==> src/verilog/odc_pkg.sv <==
// Shared constants and types of the opcode decoder, condition evaluator and
// add-with-carry unit.
// Assumes one core clock domain and byte-wide flags held inside the block.
package odc_pkg;

  // ==========================================================================
  // Register map (byte addresses, one 32-bit word each)
  localparam int        APB_AW       = 8;
  localparam logic [7:0] OFS_OPCODE   = 8'h00;
  localparam logic [7:0] OFS_FLAGS    = 8'h04;
  localparam logic [7:0] OFS_DECODE   = 8'h08;
  localparam logic [7:0] OFS_OPERANDS = 8'h0C;
  localparam logic [7:0] OFS_RESULT   = 8'h10;
  localparam logic [7:0] OFS_STATUS   = 8'h14;

  // ==========================================================================
  // Reset values and the flags mask
  localparam logic [7:0]  OPCODE_RST = 8'hFF;
  localparam logic [7:0]  FLAGS_RST  = 8'h00;
  localparam logic [7:0]  FLAGS_MASK = 8'hFC;
  localparam logic [15:0] WORD16_RST = 16'h0000;

  // ==========================================================================
  // Flag bit positions inside the flags byte
  localparam int FLG_C = 7;
  localparam int FLG_Z = 6;
  localparam int FLG_S = 5;
  localparam int FLG_V = 4;
  localparam int FLG_D = 3;
  localparam int FLG_H = 2;

  // ==========================================================================
  // Field positions in the decode, status, operand and result words
  localparam int DEC_KIND_LSB  = 0;
  localparam int DEC_REG_LSB   = 8;
  localparam int DEC_COND_LSB  = 12;
  localparam int DEC_TAKEN_BIT = 16;
  localparam int DEC_SRCF_BIT  = 17;
  localparam int DEC_BYTES_LSB = 18;
  localparam int DEC_CYC_LSB   = 20;
  localparam int STS_BUSY_BIT  = 0;
  localparam int STS_REFUSE_BIT = 1;
  localparam int RES_SRC_LSB   = 8;

  // ==========================================================================
  // Lower-nibble columns of the upper opcode map
  localparam logic [3:0] LN_LOAD   = 4'h8;
  localparam logic [3:0] LN_STORE  = 4'h9;
  localparam logic [3:0] LN_DECBR  = 4'hA;
  localparam logic [3:0] LN_REL    = 4'hB;
  localparam logic [3:0] LN_IMM    = 4'hC;
  localparam logic [3:0] LN_DIRECT = 4'hD;
  localparam logic [3:0] LN_INC    = 4'hE;
  localparam logic [3:0] LN_EXT    = 4'hF;

  // ==========================================================================
  // Add-with-carry encodings and timing
  localparam logic [7:0] OPC_ADC_R_R    = 8'h12;
  localparam logic [7:0] OPC_ADC_R_IR   = 8'h13;
  localparam logic [7:0] OPC_ADC_RG_RG  = 8'h14;
  localparam logic [7:0] OPC_ADC_RG_IRG = 8'h15;
  localparam logic [7:0] OPC_ADC_RG_IMM = 8'h16;
  localparam logic [2:0] ADC_CYC_SHORT  = 3'h4;
  localparam logic [2:0] ADC_CYC_LONG   = 3'h6;
  localparam logic [1:0] ADC_BYTES_TWO  = 2'h2;
  localparam logic [1:0] ADC_BYTES_THREE = 2'h3;

  // ==========================================================================
  // Condition field codes
  localparam logic [3:0] COND_FALSE       = 4'h0;
  localparam logic [3:0] COND_TRUE        = 4'h8;
  localparam logic [3:0] UNSIGNED_LT_COND = 4'h7;
  localparam logic [3:0] UNSIGNED_GE_COND = 4'hF;
  localparam logic [3:0] EQUAL_COND       = 4'h6;
  localparam logic [3:0] NOT_EQUAL_COND   = 4'hE;
  localparam logic [3:0] CARRY_COND       = UNSIGNED_LT_COND;
  localparam logic [3:0] NO_CARRY_COND    = UNSIGNED_GE_COND;
  localparam logic [3:0] ZERO_COND        = EQUAL_COND;
  localparam logic [3:0] NONZERO_COND     = NOT_EQUAL_COND;
  localparam logic [3:0] PLUS_COND        = 4'hD;
  localparam logic [3:0] MINUS_COND       = 4'h5;
  localparam logic [3:0] OVERFLOW_COND    = 4'h4;
  localparam logic [3:0] NO_OVERFLOW_COND = 4'hC;
  localparam logic [3:0] SIGNED_GE_COND   = 4'h9;
  localparam logic [3:0] SIGNED_LT_COND   = 4'h1;
  localparam logic [3:0] SIGNED_GT_COND   = 4'hA;
  localparam logic [3:0] SIGNED_LE_COND   = 4'h2;
  localparam logic [3:0] UNSIGNED_GT_COND = 4'hB;
  localparam logic [3:0] UNSIGNED_LE_COND = 4'h3;

  // ==========================================================================
  // Types
  typedef enum logic [4:0] {
    OTHER_OP, LOAD_OP, STORE_OP, DEC_BRANCH_NONZERO, REL_JUMP, IMM_LOAD_OP,
    DIRECT_JUMP, INC_OP, THREAD_NEXT, THREAD_ENTER, THREAD_EXIT,
    WAIT_INTERRUPT_OP, BANK_ZERO_SELECT, BANK_ONE_SELECT, IDLE_OP, STOP_OP,
    IRQ_DISABLE_OP, IRQ_ENABLE_OP, SUB_RETURN_OP, IRQ_RETURN_OP,
    CARRY_CLEAR_OP, CARRY_SET_OP, CARRY_INVERT_OP, NO_OPERATION,
    ADC_R_R, ADC_R_IR, ADC_RG_RG, ADC_RG_IRG, ADC_RG_IMM
  } odc_op_t;

  typedef enum logic [1:0] {
    ST_IDLE = 2'b01,
    ST_EXEC = 2'b10
  } odc_state_t;

  // Lower nibble F, indexed by the upper nibble
  localparam odc_op_t EXT_COLUMN_OPS [16] = '{
    THREAD_NEXT, THREAD_ENTER, THREAD_EXIT, WAIT_INTERRUPT_OP,
    BANK_ZERO_SELECT, BANK_ONE_SELECT, IDLE_OP, STOP_OP,
    IRQ_DISABLE_OP, IRQ_ENABLE_OP, SUB_RETURN_OP, IRQ_RETURN_OP,
    CARRY_CLEAR_OP, CARRY_SET_OP, CARRY_INVERT_OP, NO_OPERATION
  };

endpackage

==> src/verilog/odc_cond_eval.sv <==
// Condition-field evaluator for conditional jumps.
// Assumes the flag inputs are the current flag register bits.
`timescale 1ns/10ps

module odc_cond_eval
  import odc_pkg::*;
(
  input  logic [3:0] cond_field,
  input  logic       flag_c,
  input  logic       flag_z,
  input  logic       flag_s,
  input  logic       flag_v,
  output logic       cond_true
);

  logic sv_diff;

  // ==========================================================================
  // Evaluation
  // only C Z S V
  assign sv_diff = flag_s ^ flag_v;

  always_comb begin
    unique case (cond_field)
      COND_FALSE:       cond_true = 1'b0;
      COND_TRUE:        cond_true = 1'b1;
      CARRY_COND:       cond_true = flag_c;
      NO_CARRY_COND:    cond_true = ~flag_c;
      ZERO_COND:        cond_true = flag_z;
      NONZERO_COND:     cond_true = ~flag_z;
      PLUS_COND:        cond_true = ~flag_s;
      MINUS_COND:       cond_true = flag_s;
      OVERFLOW_COND:    cond_true = flag_v;
      NO_OVERFLOW_COND: cond_true = ~flag_v;
      SIGNED_GE_COND:   cond_true = ~sv_diff;
      SIGNED_LT_COND:   cond_true = sv_diff;
      SIGNED_GT_COND:   cond_true = ~(flag_z | sv_diff);
      SIGNED_LE_COND:   cond_true = flag_z | sv_diff;
      UNSIGNED_GT_COND: cond_true = ~flag_c & ~flag_z;
      UNSIGNED_LE_COND: cond_true = flag_c | flag_z;
    endcase
  end

endmodule

==> src/verilog/odc_decoder_top.sv <==
// Upper-half opcode decoder with condition evaluation and an add-with-carry
// unit, reached by software over APB.
// Assumes an APB master on sys_clk; pslverr answers unmapped addresses.
//
// Chosen here: the register addresses and the APB interface to the registers.
`timescale 1ns/10ps

// Summary of operation
// - jumps carry four-bit condition field
// - conditions use only C Z S V
// - 0000 never true, 1000 always
// - 0111 carry set, 1111 carry clear
// - 0110 zero set, 1110 zero clear
// - 0100 overflow set, 1100 clear
// - 1001/0001 test sign xor overflow
// - 1010/0010 test zero or sign-xor-overflow
// - 1011 neither carry nor zero, 0011 either
// - columns 8 to E decode fixed kinds
// - column F threaded ops and returns
// - column F control and carry ops
// - add-with-carry: dst plus src plus carry
// - carry, zero, sign from the result
// - overflow on same-sign operands, sign flip
// - decimal flag cleared, half-carry from nibble
// - 12h four cycles, 13h six
// - 14h-16h six cycles, 14h/15h source byte first
module odc_decoder_top
  import odc_pkg::*;
(
  input  logic              sys_clk,
  input  logic              rstn,
  input  logic              psel,
  input  logic              penable,
  input  logic              pwrite,
  input  logic [APB_AW-1:0] paddr,
  input  logic [31:0]       pwdata,
  output logic [31:0]       prdata,
  output logic              pready,
  output logic              pslverr,
  output logic [4:0]        op_kind,
  output logic [3:0]        reg_num,
  output logic [3:0]        cond_field,
  output logic              jump_taken,
  output logic [1:0]        instr_bytes,
  output logic [2:0]        instr_cycles,
  output logic              adc_busy,
  output logic [7:0]        flags_out
);

  // ==========================================================================
  // Functions
  function automatic odc_op_t decode_op(input logic [7:0] opc);
    odc_op_t kind;
    kind = OTHER_OP;
    unique case (opc[3:0])
      LN_LOAD:   kind = LOAD_OP;
      LN_STORE:  kind = STORE_OP;
      LN_DECBR:  kind = DEC_BRANCH_NONZERO;
      LN_REL:    kind = REL_JUMP;
      LN_IMM:    kind = IMM_LOAD_OP;
      LN_DIRECT: kind = DIRECT_JUMP;
      LN_INC:    kind = INC_OP;
      LN_EXT:    kind = EXT_COLUMN_OPS[opc[7:4]];
      default: begin
        // Lower half of the map is decoded elsewhere, except add-with-carry
        unique case (opc)
          OPC_ADC_R_R:    kind = ADC_R_R;
          OPC_ADC_R_IR:   kind = ADC_R_IR;
          OPC_ADC_RG_RG:  kind = ADC_RG_RG;
          OPC_ADC_RG_IRG: kind = ADC_RG_IRG;
          OPC_ADC_RG_IMM: kind = ADC_RG_IMM;
          default:        kind = OTHER_OP;
        endcase
      end
    endcase
    return kind;
  endfunction

  function automatic logic is_adc(input odc_op_t kind);
    return (kind == ADC_R_R) || (kind == ADC_R_IR) || (kind == ADC_RG_RG) ||
           (kind == ADC_RG_IRG) || (kind == ADC_RG_IMM);
  endfunction

  function automatic logic [2:0] adc_cycles(input odc_op_t kind);
    return (kind == ADC_R_R) ? ADC_CYC_SHORT : ADC_CYC_LONG;
  endfunction

  function automatic logic [1:0] adc_bytes(input odc_op_t kind);
    return ((kind == ADC_R_R) || (kind == ADC_R_IR)) ? ADC_BYTES_TWO
                                                     : ADC_BYTES_THREE;
  endfunction

  function automatic logic src_first(input odc_op_t kind);
    return (kind == ADC_RG_RG) || (kind == ADC_RG_IRG);
  endfunction

  function automatic logic addr_hit(input logic [APB_AW-1:0] addr);
    return (addr == OFS_OPCODE) || (addr == OFS_FLAGS) ||
           (addr == OFS_DECODE) || (addr == OFS_OPERANDS) ||
           (addr == OFS_RESULT) || (addr == OFS_STATUS);
  endfunction

  // ==========================================================================
  // Declarations
  odc_state_t  state_reg;
  odc_op_t     kind_reg;
  odc_op_t     wr_kind;
  logic        pready_reg;
  logic        pslverr_reg;
  logic [31:0] prdata_reg;
  logic [31:0] rdata_next;
  logic        commit;
  logic        wr_commit;
  logic [7:0]  opcode_reg;
  logic [7:0]  flags_reg;
  logic [3:0]  reg_num_reg;
  logic [3:0]  cond_field_reg;
  logic        jump_taken_reg;
  logic [1:0]  bytes_reg;
  logic [2:0]  cycles_reg;
  logic        srcf_reg;
  logic [7:0]  dst_reg;
  logic [7:0]  src_reg;
  logic [7:0]  result_reg;
  logic [7:0]  src_echo_reg;
  logic [2:0]  cnt_reg;
  logic        refuse_reg;
  logic        start_adc;
  logic        finish_adc;
  logic        cond_true;
  logic [8:0]  sum9;
  logic [4:0]  sum_low;
  logic        adc_v;
  logic [7:0]  adc_flags;

  assign commit    = psel & penable & pready_reg;
  assign wr_commit = commit & pwrite;
  assign wr_kind   = decode_op(pwdata[7:0]);

  // ==========================================================================
  // APB slave: one wait state, then pready with registered data
  always_ff @(posedge sys_clk or negedge rstn) begin
    if (!rstn) begin
      pready_reg  <= 1'b0;
      pslverr_reg <= 1'b0;
      prdata_reg  <= 32'h0000_0000;
    end else begin
      pready_reg <= psel & penable & ~pready_reg;
      if (psel & penable & ~pready_reg) begin
        pslverr_reg <= ~addr_hit(paddr);
        prdata_reg  <= pwrite ? 32'h0000_0000 : rdata_next;
      end else begin
        pslverr_reg <= 1'b0;
      end
    end
  end

  always_comb begin
    rdata_next = 32'h0000_0000;
    unique case (paddr)
      OFS_OPCODE: rdata_next[7:0] = opcode_reg;
      OFS_FLAGS:  rdata_next[7:0] = flags_reg;
      OFS_DECODE: begin
        rdata_next[DEC_KIND_LSB +: 5]  = kind_reg;
        rdata_next[DEC_REG_LSB +: 4]   = reg_num_reg;
        rdata_next[DEC_COND_LSB +: 4]  = cond_field_reg;
        rdata_next[DEC_TAKEN_BIT]      = jump_taken_reg;
        rdata_next[DEC_SRCF_BIT]       = srcf_reg;
        rdata_next[DEC_BYTES_LSB +: 2] = bytes_reg;
        rdata_next[DEC_CYC_LSB +: 3]   = cycles_reg;
      end
      OFS_OPERANDS: begin
        rdata_next[7:0]               = dst_reg;
        rdata_next[RES_SRC_LSB +: 8]  = src_reg;
      end
      OFS_RESULT: begin
        rdata_next[7:0]               = result_reg;
        rdata_next[RES_SRC_LSB +: 8]  = src_echo_reg;
      end
      OFS_STATUS: begin
        rdata_next[STS_BUSY_BIT]   = (state_reg == ST_EXEC);
        rdata_next[STS_REFUSE_BIT] = refuse_reg;
      end
      default: rdata_next = 32'h0000_0000;
    endcase
  end

  // ==========================================================================
  // Opcode register
  always_ff @(posedge sys_clk or negedge rstn) begin
    if (!rstn) begin
      opcode_reg <= OPCODE_RST;
    end else if (wr_commit && (paddr == OFS_OPCODE)) begin
      opcode_reg <= pwdata[7:0];
    end
  end

  // ==========================================================================
  // Decode outputs, refreshed every cycle from the held opcode
  always_ff @(posedge sys_clk or negedge rstn) begin
    if (!rstn) begin
      kind_reg       <= NO_OPERATION;
      reg_num_reg    <= 4'h0;
      cond_field_reg <= COND_FALSE;
      jump_taken_reg <= 1'b0;
      bytes_reg      <= 2'h0;
      cycles_reg     <= 3'h0;
      srcf_reg       <= 1'b0;
    end else begin
      kind_reg <= decode_op(opcode_reg);
      reg_num_reg <= ((opcode_reg[3:0] >= LN_LOAD) && (opcode_reg[3:0] <= LN_INC))
                     ? opcode_reg[7:4] : 4'h0;
      cond_field_reg <= ((opcode_reg[3:0] == LN_REL) || (opcode_reg[3:0] == LN_DIRECT))
                        ? opcode_reg[7:4] : COND_FALSE;
      jump_taken_reg <= ((opcode_reg[3:0] == LN_REL) || (opcode_reg[3:0] == LN_DIRECT))
                        & cond_true;
      bytes_reg  <= is_adc(decode_op(opcode_reg)) ? adc_bytes(decode_op(opcode_reg))
                                                  : 2'h0;
      cycles_reg <= is_adc(decode_op(opcode_reg)) ? adc_cycles(decode_op(opcode_reg))
                                                  : 3'h0;
      srcf_reg   <= src_first(decode_op(opcode_reg));
    end
  end

  odc_cond_eval u_cond_eval (
    .cond_field (opcode_reg[7:4]),
    .flag_c     (flags_reg[FLG_C]),
    .flag_z     (flags_reg[FLG_Z]),
    .flag_s     (flags_reg[FLG_S]),
    .flag_v     (flags_reg[FLG_V]),
    .cond_true  (cond_true)
  );

  // ==========================================================================
  // Add-with-carry arithmetic
  // dst plus src plus carry
  assign sum9    = {1'b0, dst_reg} + {1'b0, src_reg} + {8'h00, flags_reg[FLG_C]};
  assign sum_low = {1'b0, dst_reg[3:0]} + {1'b0, src_reg[3:0]} +
                   {4'h0, flags_reg[FLG_C]};
  assign adc_v   = (dst_reg[7] == src_reg[7]) && (sum9[7] != dst_reg[7]);

  always_comb begin
    adc_flags        = flags_reg;
    adc_flags[FLG_C] = sum9[8];
    adc_flags[FLG_Z] = (sum9[7:0] == 8'h00);
    adc_flags[FLG_S] = sum9[7];
    adc_flags[FLG_V] = adc_v;
    adc_flags[FLG_D] = 1'b0;
    adc_flags[FLG_H] = sum_low[4];
  end

  // Operands can only start a run while idle and an add-with-carry is held
  assign start_adc  = wr_commit && (paddr == OFS_OPERANDS) &&
                      (state_reg == ST_IDLE) && is_adc(kind_reg);
  assign finish_adc = (state_reg == ST_EXEC) && (cnt_reg == 3'h0);

  // ==========================================================================
  // Execution sequencer, counts out the form's cycles
  always_ff @(posedge sys_clk or negedge rstn) begin
    if (!rstn) begin
      state_reg <= ST_IDLE;
      cnt_reg   <= 3'h0;
    end else begin
      unique case (state_reg)
        ST_IDLE: begin
          if (start_adc) begin
            state_reg <= ST_EXEC;
            cnt_reg   <= cycles_reg - 3'h1;
          end
        end
        ST_EXEC: begin
          if (cnt_reg == 3'h0) begin
            state_reg <= ST_IDLE;
          end else begin
            cnt_reg <= cnt_reg - 3'h1;
          end
        end
        default: begin
          state_reg <= ST_IDLE;
          cnt_reg   <= 3'h0;
        end
      endcase
    end
  end

  // ==========================================================================
  // Operand latch; byte order follows the instruction form
  always_ff @(posedge sys_clk or negedge rstn) begin
    if (!rstn) begin
      dst_reg <= 8'h00;
      src_reg <= 8'h00;
    end else if (start_adc) begin
      if (srcf_reg) begin
        src_reg <= pwdata[7:0];
        dst_reg <= pwdata[RES_SRC_LSB +: 8];
      end else begin
        dst_reg <= pwdata[7:0];
        src_reg <= pwdata[RES_SRC_LSB +: 8];
      end
    end
  end

  // ==========================================================================
  // Result; the source is only echoed, never changed
  always_ff @(posedge sys_clk or negedge rstn) begin
    if (!rstn) begin
      result_reg   <= 8'h00;
      src_echo_reg <= 8'h00;
    end else if (finish_adc) begin
      result_reg   <= sum9[7:0];
      src_echo_reg <= src_reg;
    end
  end

  // ==========================================================================
  // Flags; completion beats a software write in the same cycle
  always_ff @(posedge sys_clk or negedge rstn) begin
    if (!rstn) begin
      flags_reg <= FLAGS_RST;
    end else if (finish_adc) begin
      flags_reg <= adc_flags & FLAGS_MASK;
    end else if (wr_commit && (paddr == OFS_FLAGS)) begin
      flags_reg <= pwdata[7:0] & FLAGS_MASK;
    end else if (wr_commit && (paddr == OFS_OPCODE)) begin
      unique case (wr_kind)
        CARRY_CLEAR_OP:  flags_reg[FLG_C] <= 1'b0;
        CARRY_SET_OP:    flags_reg[FLG_C] <= 1'b1;
        CARRY_INVERT_OP: flags_reg[FLG_C] <= ~flags_reg[FLG_C];
        default:         flags_reg <= flags_reg;
      endcase
    end
  end

  // ==========================================================================
  // Refused-start flag: set on an operand write that cannot start, write 1 to
  // clear; a new refusal in the clearing cycle keeps it set
  always_ff @(posedge sys_clk or negedge rstn) begin
    if (!rstn) begin
      refuse_reg <= 1'b0;
    end else if (wr_commit && (paddr == OFS_OPERANDS) && !start_adc) begin
      refuse_reg <= 1'b1;
    end else if (wr_commit && (paddr == OFS_STATUS) && pwdata[STS_REFUSE_BIT]) begin
      refuse_reg <= 1'b0;
    end
  end

  // ==========================================================================
  // Outputs
  assign prdata       = prdata_reg;
  assign pready       = pready_reg;
  assign pslverr      = pslverr_reg;
  assign op_kind      = kind_reg;
  assign reg_num      = reg_num_reg;
  assign cond_field   = cond_field_reg;
  assign jump_taken   = jump_taken_reg;
  assign instr_bytes  = bytes_reg;
  assign instr_cycles = cycles_reg;
  assign flags_out    = flags_reg;

  always_ff @(posedge sys_clk or negedge rstn) begin
    if (!rstn) begin
      adc_busy <= 1'b0;
    end else begin
      adc_busy <= start_adc | ((state_reg == ST_EXEC) & ~finish_adc);
    end
  end

endmodule

==> config.mk <==
export PLATFORM = sky130hd
export DESIGN_NAME = odc_decoder_top
export DESIGN_NICKNAME = d
export VERILOG_FILES = /design/src/verilog/odc_pkg.sv /design/src/verilog/odc_cond_eval.sv /design/src/verilog/odc_decoder_top.sv
export SDC_FILE = /design/constraint.sdc
export NUM_CORES = 1
export LEC_CHECK = 0
export BUFFER_PORTS_ARGS = -buffer_cell sky130_fd_sc_hd__buf_2
export CAP_MARGIN = 10
export CORE_MARGIN = 4
export CORE_UTILIZATION = 46
export CTS_BUF_LIST = sky130_fd_sc_hd__clkbuf_8
export CTS_CLUSTER_SIZE = 28
export DETAILED_ROUTE_END_ITERATION = 8
export PLACE_DENSITY = 0.75
export SLEW_MARGIN = 10
export SYNTH_ARGS = -nofsm -noshare
export SYNTH_HDL_FRONTEND = slang
export SYNTH_SLANG_ARGS = --single-unit
==> constraint.sdc <==
create_clock -name sys_clk -period 5.8 [get_ports sys_clk]
set_input_delay 0.87 -clock sys_clk [delete_from_list [all_inputs] [get_ports sys_clk]]
set_output_delay 0.87 -clock sys_clk [all_outputs]
set_load 0.02 [all_outputs]
==> results of run 1 <==
## stage by stage
stage               instances  cell area (um2)  setup slack [ps]  hold WS, ps
floorplan                 562             5210              3020          442
global placement          728             5500              2280          451
detailed placement        728             5500              2210          455
CTS                       744             5680              2600          456
global route              744             5680              2450          476
finish                    744             5680              2610          454
## metal layers
layer | wire [um] | share of wire (%)
met5 | 0 | 0
met4 | 294 | 2.2
met3 | 1150 | 8.4
met2 | 6290 | 46
met1 | 5900 | 43
## cells in the mapped netlist, drive strengths merged (2+ instances only)
master,number
a21boi,2
a21oi,14
a221o,5
a22o,17
a22oi,8
a31oi,2
and2,7
and3,8
and4,2
buf,22
clkbuf,30
dfrtp,81
dfstp,13
fa,2
ha,10
inv,10
mux2,13
mux2i,28
nand2,113
nand2b,5
nand3,18
nand4,6
nand4b,3
nor2,26
nor2b,8
nor3,6
nor3b,3
nor4,2
o21a,4
o21ai,47
o22ai,4
or2,4
or3,3
xnor2,6
xor2,6
## logic make-up after synthesis
kind of cell             share of synthesized area, %
AND/OR/NAND/NOR                                  19.8
AO/OA/AOI/OAI                                    14.6
flip-flops                                       45.9
buffers and inverters                            6.09
multiplexers                                     8.27
adder cells (fa/ha/maj)                          3.20
XOR/XNOR                                         2.04
other                                          0.0727
## power breakdown
group | internal (uW) | switching, uW
Combinational | 17.3 | 50.5
Clock | 155 | 240
Sequential | 657 | 1.57
Total | 829 | 292
## worst max path at each step
stage                     startpoint          to  slack [ps]  cells after the start
final                       paddr[0]  cnt_reg[0]        2610                      7
after global routing        paddr[0]  cnt_reg[1]        2450                      7
after CTS                   paddr[0]  cnt_reg[0]        2600                      7
after detailed placement    paddr[0]  cnt_reg[0]        2210                      7
after global placement      paddr[0]  cnt_reg[0]        2280                      7
after floorplan             paddr[0]  cnt_reg[0]        3020                      7
## worst max-delay path: stages
cell                      delay (ps)
sky130_fd_sc_hd__buf_2           100
sky130_fd_sc_hd__or4_4           550
sky130_fd_sc_hd__or2_4           270
sky130_fd_sc_hd__nor3_4          270
sky130_fd_sc_hd__nand3_2         580
sky130_fd_sc_hd__a21oi_1         440
sky130_fd_sc_hd__mux2_2          370
## cell type report
| type | instances | area share (%) |
|---|---|---|
| clock buffers | 9 | 2.18 |
| clock inverters | 7 | 0.904 |
| inverters | 10 | 0.661 |
| multi-input cells | 406 | 44.5 |
| flip-flops and latches | 94 | 41.7 |
| well taps | 140 | 3.09 |
| repair buffers | 78 | 6.97 |
==> impl_metrics.xml, run 1 <==
<?xml version="1.0" encoding="UTF-8"?>
<metrics>
  <group name="min_path">
    <metric name="timing.hold.worst.class" unit="">input pin to async pin</metric>
  </group>
  <group name="detailed_routing">
    <metric name="vias_per_cell" unit="">5.75</metric>
    <metric name="drc" unit="">0</metric>
    <metric name="drt_iter0_markers" unit="">474</metric>
    <metric name="detailedRoute.firstPassIterationCount" unit="">7</metric>
    <metric name="overall_via_count_from_detail_route" unit="">4277</metric>
    <metric name="postRouteWirelength" unit="mm">13.6</metric>
    <metric name="antenna_violation_net_count_after_detailed_routing" unit="">0</metric>
    <metric name="post_drt_wl_per_cell" unit="um">18.3</metric>
  </group>
  <group name="die">
    <metric name="num_rows" unit="">38</metric>
    <metric name="die_w" unit="um">114</metric>
    <metric name="chipHeight" unit="um">114</metric>
    <metric name="fp.coreArea" unit="um2">10900</metric>
    <metric name="floorplan.initialDensity" unit="%">47.4</metric>
    <metric name="ioPinCount" unit="">107</metric>
    <metric name="die_area" unit="um2">13000</metric>
  </group>
  <group name="logic_synthesis">
    <metric name="synthCells" unit="">550</metric>
    <metric name="yosys.area.top_type" unit="">sky130_fd_sc_hd__dfrtp_1</metric>
    <metric name="postSynth.topFlopCell" unit="">sky130_fd_sc_hd__dfrtp_1</metric>
    <metric name="syn_area_per_cell" unit="um2">9.38</metric>
    <metric name="synth_seq_area_share" unit="%">45.9</metric>
    <metric name="ys_seq_elements" unit="">94</metric>
    <metric name="ys_warn_count" unit="">0</metric>
    <metric name="ys_top_cells_by_area" unit="">sky130_fd_sc_hd__dfrtp_1 39%, sky130_fd_sc_hd__nand2_1 8.2%, sky130_fd_sc_hd__dfstp_2 6.6%</metric>
    <metric name="synthDistinctLibCells" unit="">54</metric>
    <metric name="async_reset_ff_share" unit="%">100</metric>
    <metric name="count_of_flip_flops_with_a_built_in_enable_after_synthesis" unit="">0</metric>
    <metric name="syn_area" unit="um2">5160</metric>
    <metric name="synth_largest_type_area_fraction" unit="%">39.3</metric>
  </group>
  <group name="finish">
    <metric name="final_cell_mix" unit="">113 x sky130_fd_sc_hd__nand2_1, 81 x sky130_fd_sc_hd__dfrtp_1, 76 x sky130_fd_sc_hd__buf_2</metric>
    <metric name="multi_input_comb_area" unit="um2">2520</metric>
    <metric name="total_of_fill_cells_in_the_finished_design" unit="">1033</metric>
    <metric name="diodes" unit="">0</metric>
    <metric name="drive_gt1_share" unit="%">21.7</metric>
    <metric name="finish.net_count" unit="">656</metric>
    <metric name="largest_register_ff_count" unit="">21</metric>
    <metric name="area.growth.synth_to_final" unit="%">9.96</metric>
    <metric name="register_area" unit="um2">2370</metric>
    <metric name="layout.cells.most_common" unit="">sky130_fd_sc_hd__nand2_1</metric>
    <metric name="post-route-util" unit="%">52.1</metric>
  </group>
  <group name="sta">
    <metric name="max-slew-margin-rel" unit="%">29.5</metric>
    <metric name="finalSetupViolations" unit="">0</metric>
    <metric name="setup_tns" unit="ps">0</metric>
    <metric name="slew_viol_final" unit="">0</metric>
    <metric name="fin_skew" unit="ps">8.45</metric>
    <metric name="layout_min_cycle_time" unit="ps">3190</metric>
    <metric name="timing.fmax" unit="GHz">0.313</metric>
    <metric name="timing_worst_slew_pin_value" unit="ps">1050</metric>
    <metric name="final_min_period_over_clock_period" unit="%">55.1</metric>
    <metric name="hold_viol" unit="">0</metric>
    <metric name="unrepaired_setup_endpoints_after_global_routing" unit="">no</metric>
  </group>
  <group name="clock_tree">
    <metric name="post_cts.resized_instances" unit="">0</metric>
    <metric name="cts-htree-levels" unit="">3</metric>
    <metric name="hold_bufs_inserted_after_cts" unit="">0</metric>
    <metric name="cts_inserted_buffers" unit="">9</metric>
    <metric name="tritoncts" unit="">done</metric>
    <metric name="ctsRootBufferMaster" unit="">sky130_fd_sc_hd__clkbuf_8</metric>
    <metric name="cts_setup_buffers" unit="">0</metric>
    <metric name="cts.path.max_buffers" unit="">2</metric>
    <metric name="worst_setup_hold_path_clk_slew" unit="ps">90</metric>
    <metric name="numClockSinks" unit="">94</metric>
    <metric name="clk-insertion-delay-late" unit="ps">370</metric>
  </group>
  <group name="worst_setup_path">
    <metric name="r2r_cells" unit="">5</metric>
    <metric name="regToRegStartpoint" unit="">state_reg[0]</metric>
    <metric name="worst_ep_arrival_time" unit="ps">3450</metric>
    <metric name="worst-r2r-setup-slack" unit="ps">3190</metric>
    <metric name="critPathLaunchType" unit="">input pin</metric>
    <metric name="timing_worst_setup_path_type" unit="">input pin to flip-flop</metric>
    <metric name="path_max_fanout" unit="">38</metric>
    <metric name="cp.required" unit="ps">6060</metric>
    <metric name="worstSetupEndpointType" unit="">flip-flop</metric>
    <metric name="crit-reg2reg-capture" unit="">cnt_reg[0]</metric>
  </group>
  <group name="global_routing">
    <metric name="grt_util_all_layers" unit="%">21.6</metric>
    <metric name="grtUsageMet3" unit="%">4.30</metric>
    <metric name="grt_first_pass_wirelength" unit="mm">21.8</metric>
    <metric name="grt_util_met2" unit="%">33.1</metric>
    <metric name="grt_start_max_net_pins" unit="">57</metric>
    <metric name="number_of_antenna_violations_at_the_first_check_in_global_routing" unit="">0</metric>
    <metric name="grt_pass1_vias" unit="">4181</metric>
    <metric name="gr-usage-met1" unit="%">30.1</metric>
    <metric name="gr-max-usage-layer" unit="">met2</metric>
    <metric name="globalRouteOverflowTotal" unit="">0</metric>
  </group>
  <group name="power">
    <metric name="cellLeakagePower" unit="uW">0.00278</metric>
    <metric name="power-per-cell-area" unit="nW/um2">198</metric>
    <metric name="peakVddDrop" unit="V">0.0000997</metric>
    <metric name="post-layout-total-power" unit="uW">1120</metric>
  </group>
  <group name="place">
    <metric name="routabilityCongestion" unit="">0.860</metric>
    <metric name="port_buffers" unit="">77</metric>
    <metric name="post-dp-hpwl" unit="mm">10.1</metric>
  </group>
  <group name="run_status">
    <metric name="outcome" unit="">complete, no violations</metric>
  </group>
  <group name="job">
    <metric name="drv.max_cap_violation_count" unit="">0</metric>
  </group>
</metrics>
(Power assumes the default switching activity.)
==> run 2: changes to the inputs <==
--- a/config.mk
+++ b/config.mk
@@ -12,7 +12,7 @@
 export CTS_BUF_LIST = sky130_fd_sc_hd__clkbuf_8
 export CTS_CLUSTER_SIZE = 28
 export DETAILED_ROUTE_END_ITERATION = 8
-export PLACE_DENSITY = 0.75
+export PLACE_DENSITY = 0.78
 export SLEW_MARGIN = 10
 export SYNTH_ARGS = -nofsm -noshare
 export SYNTH_HDL_FRONTEND = slang
==> constraint.sdc (replaced) <==
create_clock -name sys_clk -period 2.7 [get_ports sys_clk]
set_input_delay 0.405 -clock sys_clk [delete_from_list [all_inputs] [get_ports sys_clk]]
set_output_delay 0.405 -clock sys_clk [all_outputs]
set_load 0.02 [all_outputs]
==> impl_metrics.xml, run 2 (synthesis gave the netlist of run 1 again) <==
<?xml version="1.0" encoding="UTF-8"?>
<metrics>
  <group name="place">
    <metric name="post-dp-hpwl" unit="mm">10.0</metric>
    <metric name="post-place-cells" unit="">739</metric>
    <metric name="port_buffers" unit="">77</metric>
    <metric name="routabilityCongestion" unit="">0.869</metric>
    <metric name="post_detailed_placement_cell_area" unit="um2">5600</metric>
  </group>
  <group name="global_routing">
    <metric name="number_of_antenna_violations_at_the_first_check_in_global_routing" unit="">0</metric>
    <metric name="globalRouteOverflowTotal" unit="">0</metric>
    <metric name="grt_util_all_layers" unit="%">20.9</metric>
    <metric name="grt_first_pass_wirelength" unit="mm">21.2</metric>
    <metric name="grt_start_max_net_pins" unit="">57</metric>
    <metric name="grt_pass1_vias" unit="">4160</metric>
  </group>
  <group name="die">
    <metric name="ioPinCount" unit="">107</metric>
    <metric name="chipHeight" unit="um">114</metric>
    <metric name="floorplan.initialDensity" unit="%">47.4</metric>
    <metric name="die_w" unit="um">114</metric>
    <metric name="die_area" unit="um2">13000</metric>
    <metric name="num_rows" unit="">38</metric>
    <metric name="fp.coreArea" unit="um2">10900</metric>
  </group>
  <group name="finish">
    <metric name="design_area" unit="um2">5790</metric>
    <metric name="layout.cells.non_filler" unit="">755</metric>
    <metric name="layout.cells.most_common" unit="">sky130_fd_sc_hd__nand2_1</metric>
    <metric name="largest_register_ff_count" unit="">21</metric>
    <metric name="finish.net_count" unit="">667</metric>
    <metric name="diodes" unit="">0</metric>
    <metric name="total_of_fill_cells_in_the_finished_design" unit="">986</metric>
    <metric name="area.growth.synth_to_final" unit="%">12.2</metric>
    <metric name="drive_gt1_share" unit="%">23.1</metric>
    <metric name="final_cell_mix" unit="">113 x sky130_fd_sc_hd__nand2_1, 81 x sky130_fd_sc_hd__dfrtp_1, 76 x sky130_fd_sc_hd__buf_2</metric>
  </group>
  <group name="sta">
    <metric name="slew_viol_final" unit="">0</metric>
    <metric name="layout_min_cycle_time" unit="ps">2420</metric>
    <metric name="finalSetupViolations" unit="">0</metric>
    <metric name="final_min_period_over_clock_period" unit="%">89.5</metric>
    <metric name="timing_worst_slew_pin_value" unit="ps">929</metric>
    <metric name="timing.fmax" unit="GHz">0.414</metric>
    <metric name="unrepaired_setup_endpoints_after_global_routing" unit="">no</metric>
    <metric name="max-slew-margin-rel" unit="%">38.1</metric>
    <metric name="setup_tns" unit="ps">0</metric>
    <metric name="holdWs" unit="ps">-8.77</metric>
    <metric name="hold_viol" unit="">4</metric>
    <metric name="fin_skew" unit="ps">10.4</metric>
  </group>
  <group name="power">
    <metric name="cellLeakagePower" unit="uW">0.00285</metric>
    <metric name="peakVddDrop" unit="V">0.000312</metric>
    <metric name="swShare" unit="%">24.9</metric>
    <metric name="pwr-share-comb" unit="%">5.9</metric>
    <metric name="power.internal" unit="uW">1880</metric>
    <metric name="share_seq_of_total_power" unit="%">56.5</metric>
    <metric name="clockPowerShare" unit="%">37.6</metric>
    <metric name="power.switching" unit="uW">623</metric>
    <metric name="power-per-cell-area" unit="nW/um2">432</metric>
  </group>
  <group name="clock_tree">
    <metric name="tritoncts" unit="">done</metric>
    <metric name="cts_inserted_buffers" unit="">9</metric>
    <metric name="clk-insertion-delay-late" unit="ps">370</metric>
    <metric name="hold_bufs_inserted_after_cts" unit="">0</metric>
    <metric name="cts.path.max_buffers" unit="">2</metric>
    <metric name="ctsRootBufferMaster" unit="">sky130_fd_sc_hd__clkbuf_8</metric>
    <metric name="post_cts.resized_instances" unit="">0</metric>
    <metric name="numClockSinks" unit="">94</metric>
    <metric name="cts-htree-levels" unit="">3</metric>
    <metric name="worst_setup_hold_path_clk_slew" unit="ps">90</metric>
    <metric name="cts_setup_buffers" unit="">0</metric>
  </group>
  <group name="worst_setup_path">
    <metric name="cp.required" unit="ps">2980</metric>
    <metric name="critPathLaunchType" unit="">flip-flop</metric>
    <metric name="worst_ep_arrival_time" unit="ps">2700</metric>
    <metric name="crit-reg2reg-capture" unit="">flags_out[7]</metric>
    <metric name="timing_worst_setup_path_type" unit="">flip-flop to flip-flop</metric>
    <metric name="worst-r2r-setup-slack" unit="ps">280</metric>
    <metric name="path_max_fanout" unit="">2</metric>
    <metric name="worstSetupEndpointType" unit="">flip-flop</metric>
    <metric name="r2r_cells" unit="">10</metric>
    <metric name="regToRegStartpoint" unit="">dst_reg[0]</metric>
  </group>
  <group name="detailed_routing">
    <metric name="post_drt_wl_per_cell" unit="um">17.5</metric>
    <metric name="postRouteWirelength" unit="mm">13.2</metric>
    <metric name="drt_iter0_markers" unit="">301</metric>
    <metric name="antenna_violation_net_count_after_detailed_routing" unit="">0</metric>
    <metric name="vias_per_cell" unit="">5.68</metric>
    <metric name="overall_via_count_from_detail_route" unit="">4287</metric>
    <metric name="detailedRoute.firstPassIterationCount" unit="">5</metric>
    <metric name="drc" unit="">0</metric>
  </group>
  <group name="run_status">
    <metric name="outcome" unit="">complete, but fails checks</metric>
    <metric name="failed_checks" unit="">hold timing</metric>
  </group>
  <group name="job">
    <metric name="drv.max_cap_violation_count" unit="">0</metric>
  </group>
  <group name="min_path">
    <metric name="timing.hold.worst.class" unit="">input pin to async pin</metric>
  </group>
</metrics>
## run 2: changes by cell type in the layout (fill, tap and decap cells not counted), sizes merged
cell      delta
buf         +11
bufinv       +1
clkinv       -1
clkinvlp     -1
inv          +1
## run 2: cell type report
type                            instances  area, um2  share of cell area [%]
Multi-Input combinational cell        406       2520                    43.6
Inverter                               10       37.5                   0.648
Sequential cell                        94       2370                    40.9
Clock inverter                          7       73.8                    1.27
Tap cell                              140        175                    3.02
Timing Repair Buffer                   89        490                    8.47
Clock buffer                            9        124                    2.14
## run 2: critical path: stages (launching register included)
cell,delay [ps]
sky130_fd_sc_hd__dfrtp_1,350
sky130_fd_sc_hd__inv_1,60
sky130_fd_sc_hd__fa_1,480
sky130_fd_sc_hd__fa_1,420
sky130_fd_sc_hd__nand2b_1,160
sky130_fd_sc_hd__a21boi_0,220
sky130_fd_sc_hd__o21ai_0,140
sky130_fd_sc_hd__a21oi_1,160
sky130_fd_sc_hd__o21a_1,140
sky130_fd_sc_hd__o31ai_1,70
sky130_fd_sc_hd__a31oi_1,140
## run 2: routing by layer
layer	vias to the layer above	GRT usage, %	share of wire [%]
li1	2005	-	-
met1	2062	29.8	45
met2	192	31.1	44
met3	28	4.08	8.5
met4	0	8.87	2.8
met5	-	0	0
## run 2: power by group through the flow
stage | registers, uW | clock network [uW] | logic (uW)
2_1_floorplan | 1440 | 0 | 83.7
3_3_place_gp | 1440 | 0 | 144
3_5_place_dp | 1440 | 0 | 148
4_1_cts | 1410 | 956 | 149
5_1_grt | 1410 | 1020 | 166
6_report | 1410 | 941 | 148
## run 2: worst max-delay path by stage
stage | start | to | slack (ps) | depth (start not counted)
5_1_grt | src_reg[0] | flags_out[7] | 70 | 10
6_report | dst_reg[0] | flags_out[7] | 280 | 10
4_1_cts | dst_reg[0] | flags_out[7] | 300 | 10
3_3_place_gp | paddr[0] | flags_out[7] | 240 | 8
3_5_place_dp | paddr[0] | cnt_reg[2] | 220 | 8
2_1_floorplan | paddr[0] | cnt_reg[0] | 380 | 7
## run 2: metrics by stage
stage               total power (uW)  setup slack (ps)  util (%)
floorplan                       1530               381         -
detailed placement              1590               222      51.4
global route                    2600              72.6      53.2
finish                          2500               284      53.2
global placement                1590               242      51.4
CTS                             2520               296      53.2
==> run 3: changes to the inputs <==
==> constraint.sdc (replaced) <==
create_clock -name sys_clk -period 2.7 [get_ports sys_clk]
set_input_delay 0 -clock sys_clk [delete_from_list [all_inputs] [get_ports sys_clk]]
set_output_delay 0 -clock sys_clk [all_outputs]
set_load 0.02 [all_outputs]
==> impl_metrics.xml, run 3 (synthesis gave the netlist of run 1 again) <==
<?xml version="1.0" encoding="UTF-8"?>
<metrics>
  <group name="run_status">
    <metric name="outcome" unit="">complete, no violations</metric>
  </group>
  <group name="clock_tree">
    <metric name="numClockSinks" unit="">94</metric>
    <metric name="clk-insertion-delay-late" unit="ps">370</metric>
    <metric name="worst_setup_hold_path_clk_slew" unit="ps">90</metric>
    <metric name="cts.path.max_buffers" unit="">2</metric>
    <metric name="tritoncts" unit="">done</metric>
    <metric name="post_cts.resized_instances" unit="">0</metric>
    <metric name="ctsRootBufferMaster" unit="">sky130_fd_sc_hd__clkbuf_8</metric>
    <metric name="cts-htree-levels" unit="">3</metric>
    <metric name="cts_inserted_buffers" unit="">9</metric>
  </group>
  <group name="global_routing">
    <metric name="grt_first_pass_wirelength" unit="mm">21.3</metric>
    <metric name="number_of_antenna_violations_at_the_first_check_in_global_routing" unit="">0</metric>
    <metric name="grt_start_max_net_pins" unit="">95</metric>
    <metric name="grt_pass1_vias" unit="">4239</metric>
    <metric name="globalRouteOverflowTotal" unit="">0</metric>
    <metric name="grt_util_all_layers" unit="%">20.8</metric>
  </group>
  <group name="worst_setup_path">
    <metric name="regToRegStartpoint" unit="">dst_reg[0]</metric>
    <metric name="worstPathBufferInverterCount" unit="">1</metric>
    <metric name="critPathLaunchType" unit="">flip-flop</metric>
    <metric name="timing.critical_path.cells" unit="">inv_1 &gt; fa_1 &gt; fa_1 &gt; nand2b_1 &gt; a21boi_0 &gt; o21ai_0 &gt; a21oi_1 &gt; xnor2_1 &gt; a41o_1</metric>
    <metric name="worst_ep_arrival_time" unit="ps">2740</metric>
    <metric name="critical-path-max-stage-delay" unit="ps">460</metric>
    <metric name="critPathLaunch" unit="">dst_reg[0]</metric>
    <metric name="path_max_fanout" unit="">3</metric>
    <metric name="timing_worst_setup_path_type" unit="">flip-flop to flip-flop</metric>
    <metric name="critical_path.top_delay_family" unit="">adder cells</metric>
    <metric name="critical_path.slowest_cell" unit="">sky130_fd_sc_hd__fa_1</metric>
    <metric name="path_common_cell" unit="">sky130_fd_sc_hd__fa_1</metric>
    <metric name="cp.required" unit="ps">3010</metric>
    <metric name="worstSetupEndpointType" unit="">flip-flop</metric>
  </group>
  <group name="finish">
    <metric name="drive_gt1_share" unit="%">21.7</metric>
    <metric name="finish.net_count" unit="">674</metric>
    <metric name="diodes" unit="">0</metric>
    <metric name="area.growth.synth_to_final" unit="%">14.0</metric>
    <metric name="largest_register_ff_count" unit="">21</metric>
    <metric name="final_cell_mix" unit="">113 x sky130_fd_sc_hd__nand2_1, 81 x sky130_fd_sc_hd__dfrtp_1, 76 x sky130_fd_sc_hd__buf_2</metric>
    <metric name="layout.cells.most_common" unit="">sky130_fd_sc_hd__nand2_1</metric>
    <metric name="layout.cells.non_filler" unit="">762</metric>
    <metric name="total_of_fill_cells_in_the_finished_design" unit="">942</metric>
  </group>
  <group name="sta">
    <metric name="hold_viol" unit="">0</metric>
    <metric name="timing.fmax" unit="GHz">0.410</metric>
    <metric name="setup_tns" unit="ps">0</metric>
    <metric name="finalSetupViolations" unit="">0</metric>
    <metric name="holdWs" unit="ps">26.2</metric>
    <metric name="final_min_period_over_clock_period" unit="%">90.3</metric>
    <metric name="fin_skew" unit="ps">11.1</metric>
    <metric name="slew_viol_final" unit="">0</metric>
    <metric name="timing_worst_slew_pin_value" unit="ps">950</metric>
    <metric name="max-slew-margin-rel" unit="%">36.6</metric>
    <metric name="unrepaired_setup_endpoints_after_global_routing" unit="">no</metric>
    <metric name="layout_min_cycle_time" unit="ps">2440</metric>
  </group>
  <group name="power">
    <metric name="power-per-cell-area" unit="nW/um2">431</metric>
    <metric name="peakVddDrop" unit="V">0.000215</metric>
    <metric name="cellLeakagePower" unit="uW">0.00289</metric>
  </group>
  <group name="detailed_routing">
    <metric name="drc" unit="">0</metric>
    <metric name="postRouteWirelength" unit="mm">13.4</metric>
    <metric name="detailedRoute.firstPassIterationCount" unit="">5</metric>
    <metric name="vias_per_cell" unit="">5.65</metric>
    <metric name="drt_iter0_markers" unit="">371</metric>
    <metric name="overall_via_count_from_detail_route" unit="">4307</metric>
    <metric name="antenna_violation_net_count_after_detailed_routing" unit="">0</metric>
    <metric name="post_drt_wl_per_cell" unit="um">17.6</metric>
  </group>
  <group name="place">
    <metric name="routabilityCongestion" unit="">0.896</metric>
    <metric name="post-place-cells" unit="">732</metric>
    <metric name="post-dp-hpwl" unit="mm">9.96</metric>
    <metric name="port_buffers" unit="">77</metric>
  </group>
  <group name="min_path">
    <metric name="timing.hold.worst.class" unit="">input pin to flip-flop</metric>
    <metric name="worst_hold_path_startpoint" unit="">pwrite</metric>
  </group>
  <group name="die">
    <metric name="ioPinCount" unit="">107</metric>
    <metric name="chipHeight" unit="um">114</metric>
    <metric name="num_rows" unit="">38</metric>
    <metric name="die_w" unit="um">114</metric>
    <metric name="floorplan.initialDensity" unit="%">47.4</metric>
    <metric name="die_area" unit="um2">13000</metric>
    <metric name="fp.coreArea" unit="um2">10900</metric>
  </group>
  <group name="job">
    <metric name="drv.max_cap_violation_count" unit="">0</metric>
  </group>
</metrics>
[run 3: cell types whose count changed in the layout (fill, tap and decap cells not counted), moves of 2 or more]
cell | previous run | this run
sky130_fd_sc_hd__dlygate4sd3_1 | 0 | 14
sky130_fd_sc_hd__clkinv_2 | 1 | 3
sky130_fd_sc_hd__buf_4 | 12 | 5
sky130_fd_sc_hd__clkinvlp_4 | 4 | 1
[run 3: where the power goes]
part	internal (uW)	leakage (uW)	switching, uW
registers	1410	0.00126	3.41
clock network	450	0.000102	508
logic	52.5	0.00152	110
total	1910	0.00289	621
[run 3: area by class of cell]
class,instances,area (um2),share of cell area [%]
Clock buffer,10,138,2.34
Timing Repair Buffer,96,578,9.83
Sequential cell,94,2370,40.3
Tap cell,140,175,2.98
Clock inverter,6,61.3,1.04
Multi-Input combinational cell,406,2520,42.9
Inverter,10,37.5,0.638
[run 3: through the flow]
stage	instance area, um2	util (%)	setup WS [ps]	power (uW)
2_1_floorplan	5210	-	510	1530
3_3_place_gp	5540	50.9	382	1580
3_5_place_dp	5540	50.9	341	1590
4_1_cts	5880	54.0	311	2550
5_1_grt	5880	54.0	83.3	2620
6_report	5880	54.0	262	2530
[run 3: per-layer routing]
layer | wire, um | part of all wire [%] | vias up | global-route usage [%]
met5 | 0 | 0 | - | 0
met1 | 5860 | 44 | 2057 | 29.1
li1 | - | - | 2016 | -
met2 | 6000 | 45 | 211 | 31.9
met4 | 327 | 2.4 | 0 | 9.50
met3 | 1200 | 9.0 | 23 | 3.29
[run 3: timing repair]
item	in CTS	in global routing
endpoints found under the hold margin	102	0
hold buffers	14	0
setup buffers	0	0
[run 3: worst paths after layout]
path | endpoint | slack, ps | depth (start not counted)
setup reg to reg | flags_out[6] | 260 | 9
max in group asynchronous | op_kind[1] | 2090 | 3
hold / removal | prdata[18] | 30 | 4
hold reg to reg | prdata[17] | 480 | 2
min in group asynchronous | prdata[13] | 190 | 3
setup / recovery | flags_out[6] | 260 | 9
[run 3: worst reg2reg max path: cells and delay by family (launching register included)]
kind | cells | cell delay [ps]
DFF | 1 | 380
and+or+nand+nor | 1 | 160
buffers and inverters | 1 | 70
adders and majority gates | 2 | 870
xor gates and xnor gates | 1 | 160
AOI/OAI and AO/OA | 4 | 720
